===== config.mk =====
export PLATFORM = sky130hd
export DESIGN_NAME = packet_modem_irq_status_bank
export DESIGN_NICKNAME = d
export VERILOG_FILES = /design/src/modem_regs_pkg.sv /design/src/packet_modem_irq_status_bank.sv
export SDC_FILE = /design/constraint.sdc
export NUM_CORES = 1
export LEC_CHECK = 0
export ABC_AREA = 0
export BUFFER_PORTS_ARGS = -buffer_cell sky130_fd_sc_hd__buf_2
export CAP_MARGIN = 20
export CORE_MARGIN = 1
export CORE_UTILIZATION = 59
export DETAILED_ROUTE_END_ITERATION = 16
export GPL_TIMING_DRIVEN = 0
export HOLD_SLACK_MARGIN = 0.08
export PLACE_DENSITY = 0.92
export SLEW_MARGIN = 20
export SYNTH_ARGS = -nofsm -noshare
export SYNTH_HDL_FRONTEND = slang
export SYNTH_SLANG_ARGS = --single-unit

===== constraint.sdc =====
create_clock -name I_CLK -period 3.8 [get_ports I_CLK]
set_input_delay 0.19 -clock I_CLK [delete_from_list [all_inputs] [get_ports I_CLK]]
set_output_delay 0.19 -clock I_CLK [all_outputs]
set_load 0.02 [all_outputs]

===== src/modem_regs_pkg.sv =====
// Purpose: shared constants of the modem register bank
// Assumes: 8-bit registers behind a 7-bit serial register address
// Notes:   offsets are register addresses on the serial host port
package modem_regs_pkg;

  localparam int          REG_AW              = 7;
  localparam int          REG_DW              = 8;

  // register addresses
  localparam logic [6:0]  ADDR_HOST_PTR       = 7'h0d;
  localparam logic [6:0]  ADDR_TX_START       = 7'h0e;
  localparam logic [6:0]  ADDR_RX_START       = 7'h0f;
  localparam logic [6:0]  ADDR_LAST_START     = 7'h10;
  localparam logic [6:0]  ADDR_IRQ_MASK       = 7'h11;
  localparam logic [6:0]  ADDR_IRQ_FLAGS      = 7'h12;
  localparam logic [6:0]  ADDR_PAYLOAD_LEN    = 7'h13;
  localparam logic [6:0]  ADDR_HDR_HIGH       = 7'h14;
  localparam logic [6:0]  ADDR_HDR_LOW        = 7'h15;
  localparam logic [6:0]  ADDR_PKT_HIGH       = 7'h16;
  localparam logic [6:0]  ADDR_PKT_LOW        = 7'h17;
  localparam logic [6:0]  ADDR_DEMOD_STATE    = 7'h18;
  localparam logic [6:0]  ADDR_PKT_QUALITY    = 7'h19;

  // values after reset
  localparam logic [7:0]  RST_HOST_PTR        = 8'h00;
  localparam logic [7:0]  RST_TX_START        = 8'h80;
  localparam logic [7:0]  RST_RX_START        = 8'h00;
  localparam logic [7:0]  RST_IRQ_MASK        = 8'h00;
  localparam logic [7:0]  RST_IRQ_FLAGS       = 8'h00;
  localparam logic [4:0]  RST_DEMOD_LIVE      = 5'h10;

  // flag bit positions, mask uses the same positions
  localparam int          BIT_RX_TIMEOUT      = 7;
  localparam int          BIT_RX_DONE         = 6;
  localparam int          BIT_CRC_ERROR       = 5;
  localparam int          BIT_HEADER_OK       = 4;
  localparam int          BIT_TX_DONE         = 3;
  localparam int          BIT_CAD_DONE        = 2;
  localparam int          BIT_HOP_CHANGE      = 1;
  localparam int          BIT_CAD_FOUND       = 0;

  // serial frame layout
  localparam int          CMD_WRITE_BIT       = 7;
  localparam logic [2:0]  LAST_BIT_OF_BYTE    = 3'h7;

endpackage


===== src/packet_modem_irq_status_bank.sv =====
// Purpose: status, interrupt and buffer pointer registers of the packet modem
// Assumes: serial host port mode 0, pins synchronous to I_CLK and slower than it
// Notes:   first byte is write bit plus 7-bit address, bursts auto-increment
//
// How it works
// RULE1 - transmit start pointer, read/write, resets 0x80
// RULE2 - receive start pointer, read/write, resets zero
// RULE3 - read-only start address of last packet
// RULE4 - mask bit one suppresses matching flag interrupt
// RULE5 - bit7 receive timeout, write clears
// RULE6 - bit6 reception complete, write clears
// RULE7 - bit5 payload check error, write clears
// RULE8 - bit4 valid header received, write clears
// RULE9 - bit3 transmit complete, write clears
// RULE10 - bit2 activity check done, write clears
// RULE11 - bit1 hop channel change due, write clears
// RULE12 - bit0 activity found, write clears
// RULE13 - read-only last payload byte count
// RULE14 - 16-bit valid header count since receive entry
// RULE15 - 16-bit valid packet count since receive entry
// RULE16 - both counts held zero in sleep
// RULE17 - status bits 7-5 give last code rate
// RULE18 - last packet quality, signed, quarter dB
// RULE19 - status bits 4-0 track live demodulator
// RULE20 - host buffer pointer, read/write, resets zero
// RULE21 - masked flag recorded but no interrupt
`timescale 1ns/100ps

module packet_modem_irq_status_bank (
  input  wire logic       I_CLK,
  input  wire logic       I_RESETN,
  input  wire logic       I_SCK,
  input  wire logic       I_NSS_N,
  input  wire logic       I_MOSI,
  output logic            O_MISO,
  output logic            O_MISO_OE,
  input  wire logic [7:0] I_FLAG_EVENT,
  input  wire logic [7:0] I_RX_START_ADDR,
  input  wire logic [7:0] I_RX_LENGTH,
  input  wire logic [7:0] I_RX_QUALITY,
  input  wire logic [2:0] I_HEADER_CODE_RATE,
  input  wire logic [4:0] I_DEMOD_LIVE,
  input  wire logic       I_SLEEP,
  input  wire logic       I_RX_ENTRY,
  output logic [7:0]      O_TX_BUFFER_START,
  output logic [7:0]      O_RX_BUFFER_START,
  output logic [7:0]      O_HOST_BUFFER_POINTER,
  output logic            O_IRQ
);

  typedef enum logic {PH_CMD, PH_DATA} phase_e;

  phase_e      phase_ff;
  logic        sck_prev_ff;
  logic [2:0]  bit_cnt_ff;
  logic [6:0]  in_shift_ff;
  logic [7:0]  out_shift_ff;
  logic        write_ff;
  logic [6:0]  addr_ff;
  logic [7:0]  mask_ff;
  logic [7:0]  flags_ff;
  logic [7:0]  last_start_ff;
  logic [7:0]  payload_len_ff;
  logic [7:0]  quality_ff;
  logic [2:0]  code_rate_ff;
  logic [4:0]  demod_live_ff;
  logic [15:0] header_tally_ff;
  logic [15:0] packet_tally_ff;

  logic        sck_rise;
  logic        sck_fall;
  logic        byte_end;
  logic [7:0]  rx_byte;
  logic        wr_commit;
  logic [6:0]  nxt_addr;
  logic        packet_ok;
  logic        tally_clear;
  logic [7:0]  rd_next;

  ////////////////////////////////////////////////////////////////////////////
  // serial host port

  // a bit is taken in the cycle where a rising sck is first seen with select
  // low; sck must stay low and high one clock each, since nothing here
  // filters or resynchronises the pins and a shorter pulse would be missed
  // edges found against the previous sample; pins are already in this domain
  assign sck_rise  = I_SCK & ~sck_prev_ff & ~I_NSS_N;
  assign sck_fall  = ~I_SCK & sck_prev_ff & ~I_NSS_N;
  assign byte_end  = sck_rise & (bit_cnt_ff == modem_regs_pkg::LAST_BIT_OF_BYTE);
  assign rx_byte   = {in_shift_ff, I_MOSI};
  assign wr_commit = byte_end & (phase_ff == PH_DATA) & write_ff;
  // address taken from the command byte, then stepped after every data byte
  assign nxt_addr  = (phase_ff == PH_CMD) ? rx_byte[6:0] : addr_ff + 7'h01;

  // read view of the bank, unmapped addresses read zero
  function automatic logic [7:0] rd_data(input logic [6:0] a);
    logic [7:0] v;
    v = 8'h00;
    unique case (a)
      modem_regs_pkg::ADDR_HOST_PTR:    v = O_HOST_BUFFER_POINTER;
      modem_regs_pkg::ADDR_TX_START:    v = O_TX_BUFFER_START;
      modem_regs_pkg::ADDR_RX_START:    v = O_RX_BUFFER_START;
      modem_regs_pkg::ADDR_LAST_START:  v = last_start_ff;
      modem_regs_pkg::ADDR_IRQ_MASK:    v = mask_ff;
      modem_regs_pkg::ADDR_IRQ_FLAGS:   v = flags_ff;
      modem_regs_pkg::ADDR_PAYLOAD_LEN: v = payload_len_ff;
      modem_regs_pkg::ADDR_HDR_HIGH:    v = header_tally_ff[15:8];
      modem_regs_pkg::ADDR_HDR_LOW:     v = header_tally_ff[7:0];
      modem_regs_pkg::ADDR_PKT_HIGH:    v = packet_tally_ff[15:8];
      modem_regs_pkg::ADDR_PKT_LOW:     v = packet_tally_ff[7:0];
      modem_regs_pkg::ADDR_DEMOD_STATE: v = {code_rate_ff, demod_live_ff};
      modem_regs_pkg::ADDR_PKT_QUALITY: v = quality_ff;
      default:                          v = 8'h00;
    endcase
    return v;
  endfunction

  // next read byte; a process and not an assign, so that it also follows
  // the registers that the function reads, not only the address
  always_comb begin
    rd_next = rd_data(nxt_addr);
  end

  // frame sequencing: nss high aborts any partial byte
  always_ff @(posedge I_CLK or negedge I_RESETN) begin
    if (!I_RESETN) begin
      sck_prev_ff <= 1'b0;
      bit_cnt_ff  <= 3'h0;
      in_shift_ff <= 7'h00;
      phase_ff    <= PH_CMD;
      write_ff    <= 1'b0;
      addr_ff     <= 7'h00;
    end else begin
      sck_prev_ff <= I_SCK;
      if (I_NSS_N) begin
        bit_cnt_ff <= 3'h0;
        phase_ff   <= PH_CMD;
      end else if (sck_rise) begin
        bit_cnt_ff  <= bit_cnt_ff + 3'h1;
        in_shift_ff <= rx_byte[6:0];
        if (byte_end) begin
          addr_ff  <= nxt_addr;
          phase_ff <= PH_DATA;
          if (phase_ff == PH_CMD) begin
            write_ff <= rx_byte[modem_regs_pkg::CMD_WRITE_BIT];
          end
        end
      end
    end
  end

  // read data: loaded at byte end, shifted out on falling edges, msb first
  always_ff @(posedge I_CLK or negedge I_RESETN) begin
    if (!I_RESETN) begin
      out_shift_ff <= 8'h00;
      O_MISO       <= 1'b0;
      O_MISO_OE    <= 1'b0;
    end else begin
      O_MISO_OE <= ~I_NSS_N;
      if (I_NSS_N) begin
        O_MISO <= 1'b0;
      end else if (byte_end) begin
        // a write burst also loads, harmless and keeps the path simple
        out_shift_ff <= rd_next;
        O_MISO       <= rd_next[7];
      end else if (sck_fall && bit_cnt_ff != 3'h0) begin
        O_MISO       <= out_shift_ff[6];
        out_shift_ff <= {out_shift_ff[6:0], 1'b0};
      end
    end
  end

  ////////////////////////////////////////////////////////////////////////////
  // host written registers

  // writes land on the edge of the last data bit; read-only places fall through
  always_ff @(posedge I_CLK or negedge I_RESETN) begin
    if (!I_RESETN) begin
      O_HOST_BUFFER_POINTER <= modem_regs_pkg::RST_HOST_PTR;
      O_TX_BUFFER_START     <= modem_regs_pkg::RST_TX_START;
      O_RX_BUFFER_START     <= modem_regs_pkg::RST_RX_START;
      mask_ff               <= modem_regs_pkg::RST_IRQ_MASK;
    end else if (wr_commit) begin
      if (addr_ff == modem_regs_pkg::ADDR_HOST_PTR) begin
        O_HOST_BUFFER_POINTER <= rx_byte; // RULE20
      end
      if (addr_ff == modem_regs_pkg::ADDR_TX_START) begin
        O_TX_BUFFER_START <= rx_byte; // RULE1
      end
      if (addr_ff == modem_regs_pkg::ADDR_RX_START) begin
        O_RX_BUFFER_START <= rx_byte; // RULE2
      end
      if (addr_ff == modem_regs_pkg::ADDR_IRQ_MASK) begin
        mask_ff <= rx_byte; // RULE4
      end
    end
  end

  ////////////////////////////////////////////////////////////////////////////
  // interrupt flags and output

  // write one to clear; an event in the same cycle wins over the clear
  always_ff @(posedge I_CLK or negedge I_RESETN) begin
    if (!I_RESETN) begin
      flags_ff <= modem_regs_pkg::RST_IRQ_FLAGS;
    end else begin
      for (int i = 0; i < 8; i++) begin
        if (I_FLAG_EVENT[i]) begin
          flags_ff[i] <= 1'b1; // RULE5 RULE6 RULE7 RULE8 RULE9 RULE10 RULE11 RULE12
        end else if (wr_commit && addr_ff == modem_regs_pkg::ADDR_IRQ_FLAGS && rx_byte[i]) begin
          flags_ff[i] <= 1'b0;
        end
      end
    end
  end

  // masked flags stay recorded, they only stay off the pin
  always_ff @(posedge I_CLK or negedge I_RESETN) begin
    if (!I_RESETN) begin
      O_IRQ <= 1'b0;
    end else begin
      O_IRQ <= |(flags_ff & ~mask_ff); // RULE4 RULE21
    end
  end

  ////////////////////////////////////////////////////////////////////////////
  // receive results and counters

  // packet data captured as reception completes
  // no value is defined before the first packet, so these start at zero
  always_ff @(posedge I_CLK or negedge I_RESETN) begin
    if (!I_RESETN) begin
      last_start_ff  <= 8'h00;
      payload_len_ff <= 8'h00;
      quality_ff     <= 8'h00;
    end else if (I_FLAG_EVENT[modem_regs_pkg::BIT_RX_DONE]) begin
      last_start_ff  <= I_RX_START_ADDR; // RULE3
      payload_len_ff <= I_RX_LENGTH; // RULE13
      quality_ff     <= I_RX_QUALITY; // RULE18
    end
  end

  // code rate follows headers, live bits sampled every cycle
  always_ff @(posedge I_CLK or negedge I_RESETN) begin
    if (!I_RESETN) begin
      code_rate_ff  <= 3'h0;
      demod_live_ff <= modem_regs_pkg::RST_DEMOD_LIVE;
    end else begin
      demod_live_ff <= I_DEMOD_LIVE; // RULE19
      if (I_FLAG_EVENT[modem_regs_pkg::BIT_HEADER_OK]) begin
        code_rate_ff <= I_HEADER_CODE_RATE; // RULE17
      end
    end
  end

  // a packet is valid only when its completion carries no check error
  assign packet_ok   = I_FLAG_EVENT[modem_regs_pkg::BIT_RX_DONE] &
                       ~I_FLAG_EVENT[modem_regs_pkg::BIT_CRC_ERROR];
  assign tally_clear = I_SLEEP | I_RX_ENTRY;

  // counters wrap at 16 bits; sleep or a new receive entry restarts them
  always_ff @(posedge I_CLK or negedge I_RESETN) begin
    if (!I_RESETN) begin
      header_tally_ff <= 16'h0000;
      packet_tally_ff <= 16'h0000;
    end else if (tally_clear) begin
      header_tally_ff <= 16'h0000; // RULE16
      packet_tally_ff <= 16'h0000; // RULE16
    end else begin
      if (I_FLAG_EVENT[modem_regs_pkg::BIT_HEADER_OK]) begin
        header_tally_ff <= header_tally_ff + 16'h0001; // RULE14
      end
      if (packet_ok) begin
        packet_tally_ff <= packet_tally_ff + 16'h0001; // RULE15
      end
    end
  end

  ////////////////////////////////////////////////////////////////////////////
  // checks

  logic [7:0] flag_clr;
  assign flag_clr = (wr_commit && addr_ff == modem_regs_pkg::ADDR_IRQ_FLAGS) ? rx_byte : 8'h00;
endmodule


======== Yosys cells after proc, flatten, opt, wreduce, memory -nomap -nowiden ========
Cells that the tools add are included.
word-level totals
  input bits .............................. 47
  word-level logic and storage cells ...... 135
  output and inout bits ................... 27
  memories kept ........................... 0
  RAM bits ................................ 0
  bits in read-only memories .............. 0
  bits in latches ......................... 0
  flip-flop bits (word level) ............. 134
cells by class
  equality and inequality tests ........... 19
  reduce and logical (&&, ||, !) cells .... 35
  shift operators ......................... 0
  magnitude comparators ................... 0
  multiply operators ...................... 0
  $add $sub $neg .......................... 4
  bitwise operators ....................... 16
  muxes and demuxes ....................... 32
  div/mod/pow operators ................... 0
operator list
  operator                 number
  $pmux W8 S13             1
  $eq A7 B5 Y1 const B     12
  $mux W16                 4
  $eq A7 B4 Y1 const B     6
  $add A16 B1 Y16 const B  2
  $reduce_bool A2 Y1       13
  $mux W1                  22
  $mux W7                  3
  $reduce_and A2 Y1        7
  $logic_and A1 B1 Y1      10
  $and A1 B1 Y1            8
  $and A8 B8 Y8            1
  $not A8 Y8               1
  $reduce_or A8 Y1         1
  $add A7 B1 Y7 const B    1
  $mux W3                  2
  $reduce_bool A3 Y1       2
  $not A1 Y1               5
  $reduce_and A4 Y1        1
  $add A3 B1 Y3 const B    1
  $eq A3 B3 Y1 const B     1
  $reduce_and A3 Y1        1
  $or A1 B1 Y1             1

======== Longest topological paths before layout ========
Gate-level depths: netlist (run 1).
  depth in word-level cells ............... 10
  mapped depth ............................ 12
  gate-level depth less buffers ........... 9

======== Worst setup path before layout (run 1) ========
No wires, ideal clock.
  path type ............................... register to register
  from .................................... register addr_ff[0]
  to ...................................... register O_MISO
  required time ........................... 3689 ps
  setup slack ............................. 1446 ps
  path buffers ............................ 2
  library setup time ...................... 111 ps
  stages on the path, launching flop included .. 11
  arrival ................................. 2243 ps
  clock period less this slack ............ 2354 ps
  path through ............................ dfrtp_1 buf_2 inv_1 ha_1 inv_1 o32ai_1 buf_2 nand3_1 a31oi_1 a2111oi_2 a2111oi_2
between the ends
  longest elaborated chain between the ends .. 6
  elaborated cells on any way between the ends .. 18
  those cells by class .................... add/sub: 1; eq/ne: 13; mux: 4
ends and longest elaborated chain
  what                                          RTL line                             text
  start, declared                               packet_modem_irq_status_bank.sv:59   logic [6:0] addr_ff;
  start signal, assigned                        packet_modem_irq_status_bank.sv:142  addr_ff <= nxt_addr;
  $add A7 B1 Y7 *                               packet_modem_irq_status_bank.sv:93   assign nxt_addr = (phase_ff == PH_CMD) ? rx_byte[6:0] : addr_ff + 7'h01;
  $mux W7 *                                     packet_modem_irq_status_bank.sv:93
  $eq A7 B5 Y1 or $eq A7 B4 Y1 (tied branches)  packet_modem_irq_status_bank.sv:99   unique case (a)
  $pmux W8 S13 *                                packet_modem_irq_status_bank.sv:99
  $mux W1 *                                     packet_modem_irq_status_bank.sv:162  end else if (byte_end) begin
  $mux W1 *                                     packet_modem_irq_status_bank.sv:160  if (I_NSS_N) begin
  end signal, assigned                          packet_modem_irq_status_bank.sv:165  O_MISO <= rd_next[7];
  end signal, assigned                          packet_modem_irq_status_bank.sv:167  O_MISO <= out_shift_ff[6];
  end, declared                                 packet_modem_irq_status_bank.sv:35   output logic O_MISO,
Mark *: on every way between the ends. The rest lies on a longest branch, timed or not.
A chain may end at the register's enable or synchronous reset.

======== Final worst setup path (run 1) ========
  from .................................... register addr_ff[0]
  to ...................................... register out_shift_ff[4]
between the ends
  longest elaborated chain between the ends .. 5
  elaborated cells on any way between the ends .. 17
  those cells by class .................... add/sub: 1; eq/ne: 13; mux: 3
ends and longest elaborated chain
  what                                          RTL line                             text
  $add A7 B1 Y7 *                               packet_modem_irq_status_bank.sv:93
  $mux W7 *                                     packet_modem_irq_status_bank.sv:93
  $eq A7 B5 Y1 or $eq A7 B4 Y1 (tied branches)  packet_modem_irq_status_bank.sv:99
  $pmux W8 S13 *                                packet_modem_irq_status_bank.sv:99
  $mux W7 *                                     packet_modem_irq_status_bank.sv:162
  end signal, assigned                          packet_modem_irq_status_bank.sv:164  out_shift_ff <= rd_next;
  end signal, assigned                          packet_modem_irq_status_bank.sv:168  out_shift_ff <= {out_shift_ff[6:0], 1'b0};
  end, declared                                 packet_modem_irq_status_bank.sv:57   logic [7:0] out_shift_ff;
Marked as above.

==> results of run 1 <==
[placed cells by master (no fill, tap or decap), drive strengths merged, types with 9 or more instances in the layout]
cell and instances:
and3 16, o21ai 23, clkbuf 34, xor2 20, mux2i 21, a22oi 11, nand4 9, a21o 9
nor3 11, dlygate4sd3 40, mux2 64, dfrtp 132, inv 22, o22ai 10, a21oi 23, buf 87
nand2 50, nand3 26, nor2 53
[worst register-to-register path, stage by stage (launching register included)]
cell	delay, ns
dfrtp_1	0.37
buf_2	0.22
inv_1	0.10
ha_1	0.36
inv_1	0.10
o32ai_1	0.87
buf_2	0.43
buf_2	0.36
nand2_1	0.09
o21ai_0	0.16
a22oi_1	0.12
a21oi_1	0.21
o211a_1	0.18
[cell families after synthesis]
| group | after synthesis | share of synthesized area, % |
|---|---|---|
| simple gates | 199 | 14.6 |
| flops | 134 | 49.1 |
| compound gates | 132 | 14.1 |
| mux | 85 | 13.7 |
| buf+inv | 52 | 3.44 |
| xor+xnor | 28 | 3.59 |
| fa+ha+maj | 8 | 1.47 |
[registers in the layout, summed over array words and instances (netlist names), 8 cells and up]
| register | cells |
|---|---|
| O_HOST_BUFFER_POINTER | 8 |
| O_TX_BUFFER_START | 8 |
| last_start_ff | 8 |
| O_RX_BUFFER_START | 8 |
| packet_tally_ff | 16 |
| mask_ff | 8 |
| quality_ff | 8 |
| header_tally_ff | 16 |
| payload_len_ff | 8 |
| flags_ff | 8 |
[final timing paths]
path / to / slack [ns]
setup / recovery: out_shift_ff[4] / 0.16
hold reg to reg: flags_ff[7] / 0.51
setup reg to reg: out_shift_ff[4] / 0.16
min in group asynchronous: payload_len_ff[1] / 0.29
hold / removal: O_MISO_OE / 0.12
max in group asynchronous: O_TX_BUFFER_START[7] / 2.73
[area by class of cell]
cell class                 instances  area [um^2]  share of cell area [%]
buffer                            32          160                    1.91
clock buffer                      18          429                    5.12
clock inverter                    14          158                    1.88
inverter                          20         75.1                   0.896
multi-input combinational        452         3240                    38.7
sequential                       134         3360                    40.1
tap                              140          175                    2.09
timing repair buffer             111          785                    9.36
[report_power, final]
group | switching (mW) | total, mW | internal (mW) | leakage [nW]
clock network | 0.619 | 1.64 | 1.02 | 0.290
registers | 0.0826 | 1.58 | 1.50 | 1.72
logic | 0.433 | 0.693 | 0.260 | 1.79
total | 1.14 | 3.92 | 2.78 | 3.80
[Yosys cell counts, types with 3 or more instances]
| cell | number | share of area, % |
|---|---|---|
| nor2b_1 | 3 | 0.27 |
| nand2_1 | 48 | 2.6 |
| and2_1 | 3 | 0.27 |
| buf_2 | 10 | 0.73 |
| clkbuf_1 | 15 | 0.82 |
| a211oi_1 | 3 | 0.33 |
| mux2_2 | 63 | 10 |
| xor2_1 | 20 | 2.6 |
| buf_6 | 3 | 0.49 |
| a21oi_1 | 22 | 1.6 |
| o211ai_1 | 4 | 0.44 |
| xnor2_1 | 8 | 1.0 |
| a22oi_1 | 11 | 1.2 |
| ha_1 | 8 | 1.5 |
| a2bb2oi_1 | 4 | 0.51 |
| nor2_1 | 52 | 2.9 |
| o22ai_1 | 10 | 0.92 |
| a21o_1 | 9 | 0.99 |
| inv_1 | 19 | 1.0 |
| o211a_1 | 3 | 0.44 |
| or2_2 | 6 | 0.55 |
| o32ai_1 | 3 | 0.38 |
| o21ai_2 | 3 | 0.38 |
| nand4_1 | 9 | 0.82 |
| or3_1 | 5 | 0.46 |
| nand3_1 | 26 | 1.9 |
| and3_1 | 15 | 1.4 |
| o21ai_0 | 19 | 1.4 |
| mux2i_1 | 21 | 3.1 |
| nand2b_1 | 4 | 0.37 |
| dfrtp_1 | 132 | 48 |
| a31oi_1 | 5 | 0.46 |
| nor3_1 | 10 | 0.73 |
| a32oi_1 | 5 | 0.64 |
| a22o_1 | 4 | 0.51 |
| a222oi_1 | 4 | 0.59 |
[routing by layer]
metal	routed length, um	global-route usage [%]
met1	7890	45.2
met2	9940	61.5
met3	1510	8.89
met4	945	20.2
met5	0	0
[stage by stage]
step,util [%],area [um^2],setup WS (ns),cells
2_1_floorplan,-,6830,1.45,638
3_3_place_gp,66.4,7360,0.498,848
3_5_place_dp,66.7,7390,0.435,849
4_1_cts,75.6,8380,0.312,921
5_1_grt,75.6,8380,0.123,921
6_report,75.6,8380,0.164,921
==> results.yml, run 1 <==
clocking:
  postCtsSetupBuffers: 0
  root_buffer: "clkbuf_16"
  cts-htree-levels: 4
  clock_sinks: 134
  clkTransAtPathRegs_ns: 0.06
  cts_tree: "done"
  postCtsResizedCells: 0
  clk_latency_ns: 0.43
  cts_buffer_depth: 2
  cts_buffers: 17
  hold_buffers: 40
setup_path:
  ff2ff_path_depth: 12
  worstReg2RegStart: "addr_ff[0]"
  cp.depth: 12
  start_kind: "flip-flop"
  cp_max_fo: 10
  critical_path.top_delay_family: "compound AO/OA/AOI/OAI gates"
  worst-setup-path-type: "reg2reg"
  worst-path-buf-inv: 5
  worst_ep_required_time_ns: 4.17
  slowest_delay_ns: 0.87
  path_common_cell: "buf_2"
  startpoint: "addr_ff[0]"
  crit_chain: "buf_2 > inv_1 > ha_1 > inv_1 > o32ai_1 > buf_2 > buf_2 > nand2_1 > o21ai_0 > a22oi_1 > a21oi_1 > o211a_1"
  crit_arrival_ns: 4.01
  critical_path.slowest_cell: "o32ai_1"
  critPathCaptureType: "flip-flop"
global_route:
  grt_overflow: 0
  grt_start_max_net_pins: 81
  grt_pass1_vias: 6086
  grt_usage_pct: 37.3
  grt_antenna_before_repair: 0
  grt_pass1_wl_um: 32300
drt:
  drtAntennaViolNets: 0
  drt-pass1-iter-count: 7
  routed_wl_um: 20300
  vias: 5941
  wl_per_cell_um: 22.0
  via_per_inst: 6.45
  drtIter0Drc: 704
  drc: 0
outcome:
  outcome: "complete, no violations"
timing:
  period_minus_slack_ns: 3.64
  fin_skew_ns: 0.00776
  rsz0062_at_grt: "false"
  maxSlewViolCount: 0
  tightest_slew_ns: 0.992
  relSlewSlack_pct: 33.7
  finalHoldViolCount: 0
  setup_violations: 0
  fin_crit_sh_pct: 95.7
  setup_tns_ns: 0
  hold_ws_ns: 0.120
  clock.fmax_ghz: 0.275
logic_synthesis:
  synth_nets: 693
  post_synth.cell_area_avg_um2: 10.7
  synth-main-ff-cell: "dfrtp_1"
  synth_edf_count: 0
  synth-async-reset-ratio_pct: 100
  synth_cells: 638
  synth-seq-cells: 134
  synthDistinctLibCells: 75
  netlist_area_mm2: 0.00683
  yosys_warnings: 0
  ys_seq_area_share_pct: 49.1
cells_and_area:
  fillers: 720
  drive_above_1_share_pct: 26.6
  n_antenna_cell: 0
  nNetsFinal: 823
  area_growth_pct: 22.6
floorplan:
  die_area_mm2: 0.0120
  start_util_pct: 61.7
  rows: 38
  io-pin-count: 74
  die_w_um: 110
  die_y_um: 110
  core-area_mm2: 0.0111
placement:
  io_buffers: 70
  gp_congestion: 0.970
  hpwl_um: 13900
pwr:
  finalPower_mw: 3.92
  leakagePower_nw: 3.80
  vdd_drop_max_mv: 0.516
  powerDensity_mw_per_mm2: 468
run:
  maxCapViolCount: 0
hold_path:
  min_path_type: "in2reg"
  min_from: "I_NSS_N"
  hold_depth: 2
(Power assumes the default switching activity.)
==> run 2: changes to the inputs <==
--- a/config.mk
+++ b/config.mk
@@ -14,6 +14,7 @@
 export GPL_TIMING_DRIVEN = 0
 export HOLD_SLACK_MARGIN = 0.08
 export PLACE_DENSITY = 0.92
+export SETUP_SLACK_MARGIN = 0.2
 export SLEW_MARGIN = 20
 export SYNTH_ARGS = -nofsm -noshare
 export SYNTH_HDL_FRONTEND = slang
==> results.yml, run 2 (synthesized netlist as in run 1, its figures left out) <==
cells_and_area:
  top_regs: "header_tally_ff: 16 flops, packet_tally_ff: 16 flops"
  fin_cells: 921
  drive_above_1_share_pct: 26.8
  final_cell_mix: "132 x dfrtp_1, 79 x buf_2, 63 x mux2_2, 52 x nor2_1, 48 x nand2_1"
  final_common_cell: "dfrtp_1"
  final_core_util_pct: 75.7
  area_growth_pct: 22.7
  fillers: 719
  nNetsFinal: 823
  n_antenna_cell: 0
global_route:
  grt_usage_pct: 37.3
  grt_antenna_before_repair: 0
  grt_start_max_net_pins: 81
  grt_pass1_wl_um: 32300
  grt_pass1_vias: 6086
  grt_overflow: 0
timing:
  setup_violations: 0
  tightest_slew_ns: 0.990
  maxSlewViolCount: 0
  fin_skew_ns: 0.00626
  rsz0062_at_grt: "false"
  period_minus_slack_ns: 3.39
  finalHoldViolCount: 0
  hold_ws_ns: 0.120
  clock.fmax_ghz: 0.295
  final.setup.worst_slack_ns: 0.414
  relSlewSlack_pct: 33.8
  fin_crit_sh_pct: 89.1
  setup_tns_ns: 0
drt:
  route.met2.wl_um: 9820
  drtAntennaViolNets: 0
  via_per_inst: 6.46
  vias: 5953
  drt-pass1-iter-count: 6
  routed_wl_um: 20300
  wl_per_cell_um: 22.1
  drt-met1-wl_um: 7780
  dr.max_layer_used: "met4"
  drc: 0
  wl_met3_um: 1680
  drtIter0Drc: 638
setup_path:
  cp_max_fo: 10
  worst_ep_required_time_ns: 4.15
  slowest_delay_ns: 0.88
  critical_path.slowest_cell: "o32ai_1"
  path_common_cell: "buf_2"
  start_kind: "flip-flop"
  crit_chain: "buf_2 > inv_1 > ha_1 > o32ai_1 > buf_2 > a22oi_1 > o311ai_0 > a211oi_1 > a32oi_1"
  critPathCaptureType: "flip-flop"
  worst-setup-path-type: "reg2reg"
  crit_arrival_ns: 3.73
placement:
  placed_cells: 849
  post-place-ws_ns: 0.435
  gp_congestion: 0.970
  hpwl_um: 13900
  io_buffers: 70
pwr:
  vdd_drop_max_mv: 0.517
  powerDensity_mw_per_mm2: 468
  leakagePower_nw: 3.80
clocking:
  postCtsSetupBuffers: 0
  cts_tree: "done"
  clock_sinks: 134
  clkTransAtPathRegs_ns: 0.06
  cts_buffer_depth: 2
  cts-htree-levels: 4
  root_buffer: "clkbuf_16"
  clk_latency_ns: 0.43
  cts_buffers: 17
floorplan:
  die_area_mm2: 0.0120
  core-area_mm2: 0.0111
  rows: 38
  die_w_um: 110
  start_util_pct: 61.7
  io-pin-count: 74
  die_y_um: 110
run:
  maxCapViolCount: 0
hold_path:
  min_path_type: "in2reg"
outcome:
  outcome: "complete, no violations"
==> run 2: per-layer routing <==
layer	track usage (%)	vias to the layer above
li1	-	2582
met1	45.2	2940
met2	61.5	348
met3	8.89	83
met4	20.2	0
met5	0	-
==> run 2: through the flow <==
stage / instance area, um^2 / power, mW
floorplan: 6830 / 1.99
global placement: 7360 / 2.22
detailed placement: 7390 / 2.24
CTS: 8380 / 3.90
global route: 8390 / 4.05
finish: 8390 / 3.92
==> run 2: layout make-up <==
cell class              instances  area, um^2  area share, %
plain buffers                  32         160           1.91
well taps                     140         175           2.09
multi-input cells             452        3250           38.7
clock buffers                  18         429           5.12
repair buffers                111         785           9.36
clock inverters                14         158           1.88
flip-flops and latches        134        3360           40.0
inverters                      20        75.1          0.895
==> run 2: final timing paths <==
path                             start                   end  slack [ns]  depth (start not counted)
hold / removal                 I_NSS_N             O_MISO_OE        0.12                          2
setup / recovery            addr_ff[0]       out_shift_ff[2]        0.41                          9
max in group asynchronous     I_RESETN  O_TX_BUFFER_START[7]        2.73                          3
hold reg to reg            flags_ff[7]           flags_ff[7]        0.51                          1
min in group asynchronous     I_RESETN     payload_len_ff[1]        0.29                          2
setup reg to reg            addr_ff[0]       out_shift_ff[2]        0.41                          9
==> run 2: what timing repair did <==
action | in CTS | in global routing
hold buffers | 40 | 0
endpoints found under the hold margin | 93 | 0
gates resized for setup | 0 | 1
setup endpoints to repair | 0 | 1
==> run 2: power breakdown <==
part           switching [mW]  leakage, nW  internal, mW
logic                   0.435         1.79         0.261
registers              0.0805         1.72          1.50
clock network           0.621        0.290          1.02
==> run 2: worst max-delay path, delay by kind of cell (launching register included) <==
kind | cells | cell delay, ns
compound gates | 5 | 1.80
fa+ha+maj | 1 | 0.36
buf+inv | 3 | 0.76
flops | 1 | 0.37
==> run 3: changes to the inputs <==
--- a/config.mk
+++ b/config.mk
@@ -5,7 +5,7 @@
 export SDC_FILE = /design/constraint.sdc
 export NUM_CORES = 1
 export LEC_CHECK = 0
-export ABC_AREA = 0
+export ABC_AREA = 1
 export BUFFER_PORTS_ARGS = -buffer_cell sky130_fd_sc_hd__buf_2
 export CAP_MARGIN = 20
 export CORE_MARGIN = 1
==> constraint.sdc (replaced) <==
create_clock -name I_CLK -period 4 [get_ports I_CLK]
set_input_delay 0.2 -clock I_CLK [delete_from_list [all_inputs] [get_ports I_CLK]]
set_output_delay 0.2 -clock I_CLK [all_outputs]
set_load 0.02 [all_outputs]
==> results.yml, run 3 <==
timing:
  final.setup.worst_slack_ns: 1.50
  period_minus_slack_ns: 2.50
  clock.fmax_ghz: 0.400
  hold_ws_ns: 0.181
  rsz0062_at_grt: "false"
  tightest_slew_ns: 0.626
  maxSlewViolCount: 0
  setup_tns_ns: 0
  fin_crit_sh_pct: 62.6
  relSlewSlack_pct: 58.3
  fin_skew_ns: 0.00788
  setup_violations: 0
  finalHoldViolCount: 0
global_route:
  grt_usage_pct: 37.9
  grt_antenna_before_repair: 0
  grt_start_max_net_pins: 83
  grt_pass1_wl_um: 33100
  grt_pass1_vias: 6660
  grt_overflow: 0
floorplan:
  rows: 38
  core-area_mm2: 0.0110
  io-pin-count: 74
  start_util_pct: 61.4
  die_w_um: 109
  die_area_mm2: 0.0119
  die_y_um: 109
setup_path:
  critical_path.slowest_cell: "dfrtp_1"
  crit_chain: "ha_1 > nand2_2 > inv_1 > nand2_1 > nand3_2 > nand2_4 > nand3_4 > nor2_8 > nand2_1 > o21ai_0 > nor2_1 > nand3_1 > nand2_1 > a21oi_1"
  critPathCaptureType: "flip-flop"
  critical_path.top_delay_family: "simple AND/OR/NAND/NOR gates"
  worst_ep_required_time_ns: 4.33
  slowest_delay_ns: 0.46
  start_kind: "flip-flop"
  crit_arrival_ns: 2.83
  cp_max_fo: 8
  worst-path-buf-inv: 1
  worstReg2RegStart: "addr_ff[0]"
  startpoint: "addr_ff[0]"
  path_common_cell: "nand2_1"
  worst-setup-path-type: "reg2reg"
run:
  maxCapViolCount: 0
outcome:
  outcome: "complete, no violations"
cells_and_area:
  top_regs: "header_tally_ff: 16 flops, packet_tally_ff: 16 flops"
  area_growth_pct: 25.8
  final_cell_mix: "195 x nand2_1, 132 x dfrtp_1, 102 x nand3_1, 95 x o21ai_0, 85 x inv_1"
  nNetsFinal: 1039
  drive_above_1_share_pct: 15.8
  final_common_cell: "nand2_1"
  n_antenna_cell: 0
drt:
  drc: 0
  drt-pass1-iter-count: 6
  drtIter0Drc: 936
  vias: 6957
  via_per_inst: 6.12
  wl_per_cell_um: 18.2
  routed_wl_um: 20700
  drtAntennaViolNets: 0
clocking:
  cts-htree-levels: 4
  postCtsResizedCells: 0
  cts_buffers: 17
  cts_buffer_depth: 2
  clk_latency_ns: 0.43
  clock_sinks: 134
  cts_tree: "done"
  root_buffer: "clkbuf_16"
  clkTransAtPathRegs_ns: 0.06
pwr:
  vdd_drop_max_mv: 0.310
  powerDensity_mw_per_mm2: 447
  leakagePower_nw: 4.03
  pwr-share-clk_pct: 49.0
  finalPower_mw: 3.80
  swShare_pct: 25.4
  power.switching_uw: 967
  p_seq_share_pct: 38.7
  power.internal_mw: 2.84
  comb_power_share_pct: 12.3
placement:
  gp_congestion: 0.974
  io_buffers: 72
  post-place-ws_ns: 1.68
  hpwl_um: 13300
logic_synthesis:
  synthDistinctLibCells: 38
  yosysTopAreaCellShare_pct: 48.8
  synth-async-reset-ratio_pct: 100
  netlist_area_mm2: 0.00677
  synth_edf_count: 0
  yosys_warnings: 0
  synth_cells: 845
  synth_nets: 900
  synth-main-ff-cell: "dfrtp_1"
  ys_top_cells_by_count: "195 x nand2_1, 132 x dfrtp_1, 102 x nand3_1, 95 x o21ai_0, 85 x inv_1"
  synth_top_area_cell: "dfrtp_1"
  post_synth.cell_area_avg_um2: 8.01
  synth-seq-cells: 134
  yosysMostFrequentCell: "nand2_1"
  ys_seq_area_share_pct: 49.6
  synthTopCellsByArea: "dfrtp_1 49%, nand2_1 11%, nand3_1 7.5%"
hold_path:
  min_from: "I_SLEEP"
  min_path_type: "in2reg"
==> run 3: cell count changes in the layout (fill, tap and decap cells not counted), sizes merged, moves of 31 or more <==
cell | previous run | this run
nand2 | 50 | 207
inv | 22 | 85
nor2 | 53 | 84
nand3 | 26 | 109
o21ai | 23 | 105
mux2 | 64 | 0
==> run 3: path summary, 6_finish.rpt <==
kind / end / slack [ns] / cells past startpoint
max in group asynchronous: demod_live_ff[4] / 2.99 / 3
worst max-delay path: out_shift_ff[1] / 1.50 / 14
min in group asynchronous: bit_cnt_ff[0] / 0.27 / 2
worst max register to register: out_shift_ff[1] / 1.50 / 14
worst min register to register: in_shift_ff[3] / 0.48 / 2
worst min-delay path: header_tally_ff[8] / 0.18 / 4
==> run 3: final cells by class <==
class,instances,area [um^2]
Buffer,24,126
Inverter,87,327
Sequential cell,134,3360
Clock buffer,19,453
Tap cell,140,175
Clock inverter,13,250
Multi-Input combinational cell,600,2960
Timing Repair Buffer,120,868
Fill cell,705,2520
==> run 3: kinds of logic (layout without fill, tap and decap cells) <==
| kind of cell | after synthesis | in the layout | share of synthesized area, % |
|---|---|---|---|
| XOR/XNOR | 1 | 1 | 0.129 |
| adder cells (fa/ha/maj) | 8 | 8 | 1.48 |
| buffers and inverters | 111 | 263 | 6.69 |
| AO/OA/AOI/OAI | 148 | 148 | 11.4 |
| AND/OR/NAND/NOR | 443 | 443 | 30.7 |
| flip-flops | 134 | 134 | 49.6 |
==> run 3: metal layers <==
metal / track usage (%) / up-vias / part of all wire [%]
met1: 47.5 / 3256 / 37
li1: - / 3078 / -
met2: 59.4 / 517 / 47
met3: 9.38 / 106 / 11
met5: 0 / - / 0
met4: 22.4 / 0 / 4.8
==> run 3: power by group through the flow <==
stage | Sequential, mW | Clock [mW] | Combinational [mW]
2_1_floorplan | 1.48 | 0 | 0.256
3_3_place_gp | 1.49 | 0 | 0.388
3_5_place_dp | 1.49 | 0 | 0.407
4_1_cts | 1.47 | 1.86 | 0.451
5_1_grt | 1.48 | 1.93 | 0.503
6_report | 1.47 | 1.86 | 0.468
==> run 3: what timing repair did <==
action | 4_1_cts | 5_1_grt
buffers inserted | 0 | 0
hold buffers | 47 | 0
hold endpoints to repair | 95 | 0
==> run 3: worst register-to-register path, stage by stage, from the launching register on <==
cell     delay (ns)
dfrtp_1        0.46
ha_1           0.27
nand2_2        0.09
inv_1          0.04
nand2_1        0.07
nand3_2        0.09
nand2_4        0.12
nand3_4        0.10
nor2_8         0.19
nand2_1        0.21
o21ai_0        0.28
nor2_1         0.07
nand3_1        0.13
nand2_1        0.08
a21oi_1        0.20
==> run 3: stage by stage <==
stage,instances,instance area (um^2),utilization (%)
4_1_cts,1137,8510,77.2
3_5_place_dp,1058,7340,66.5
2_1_floorplan,845,6770,-
3_3_place_gp,1057,7300,66.2
6_report,1137,8510,77.2
5_1_grt,1137,8510,77.2
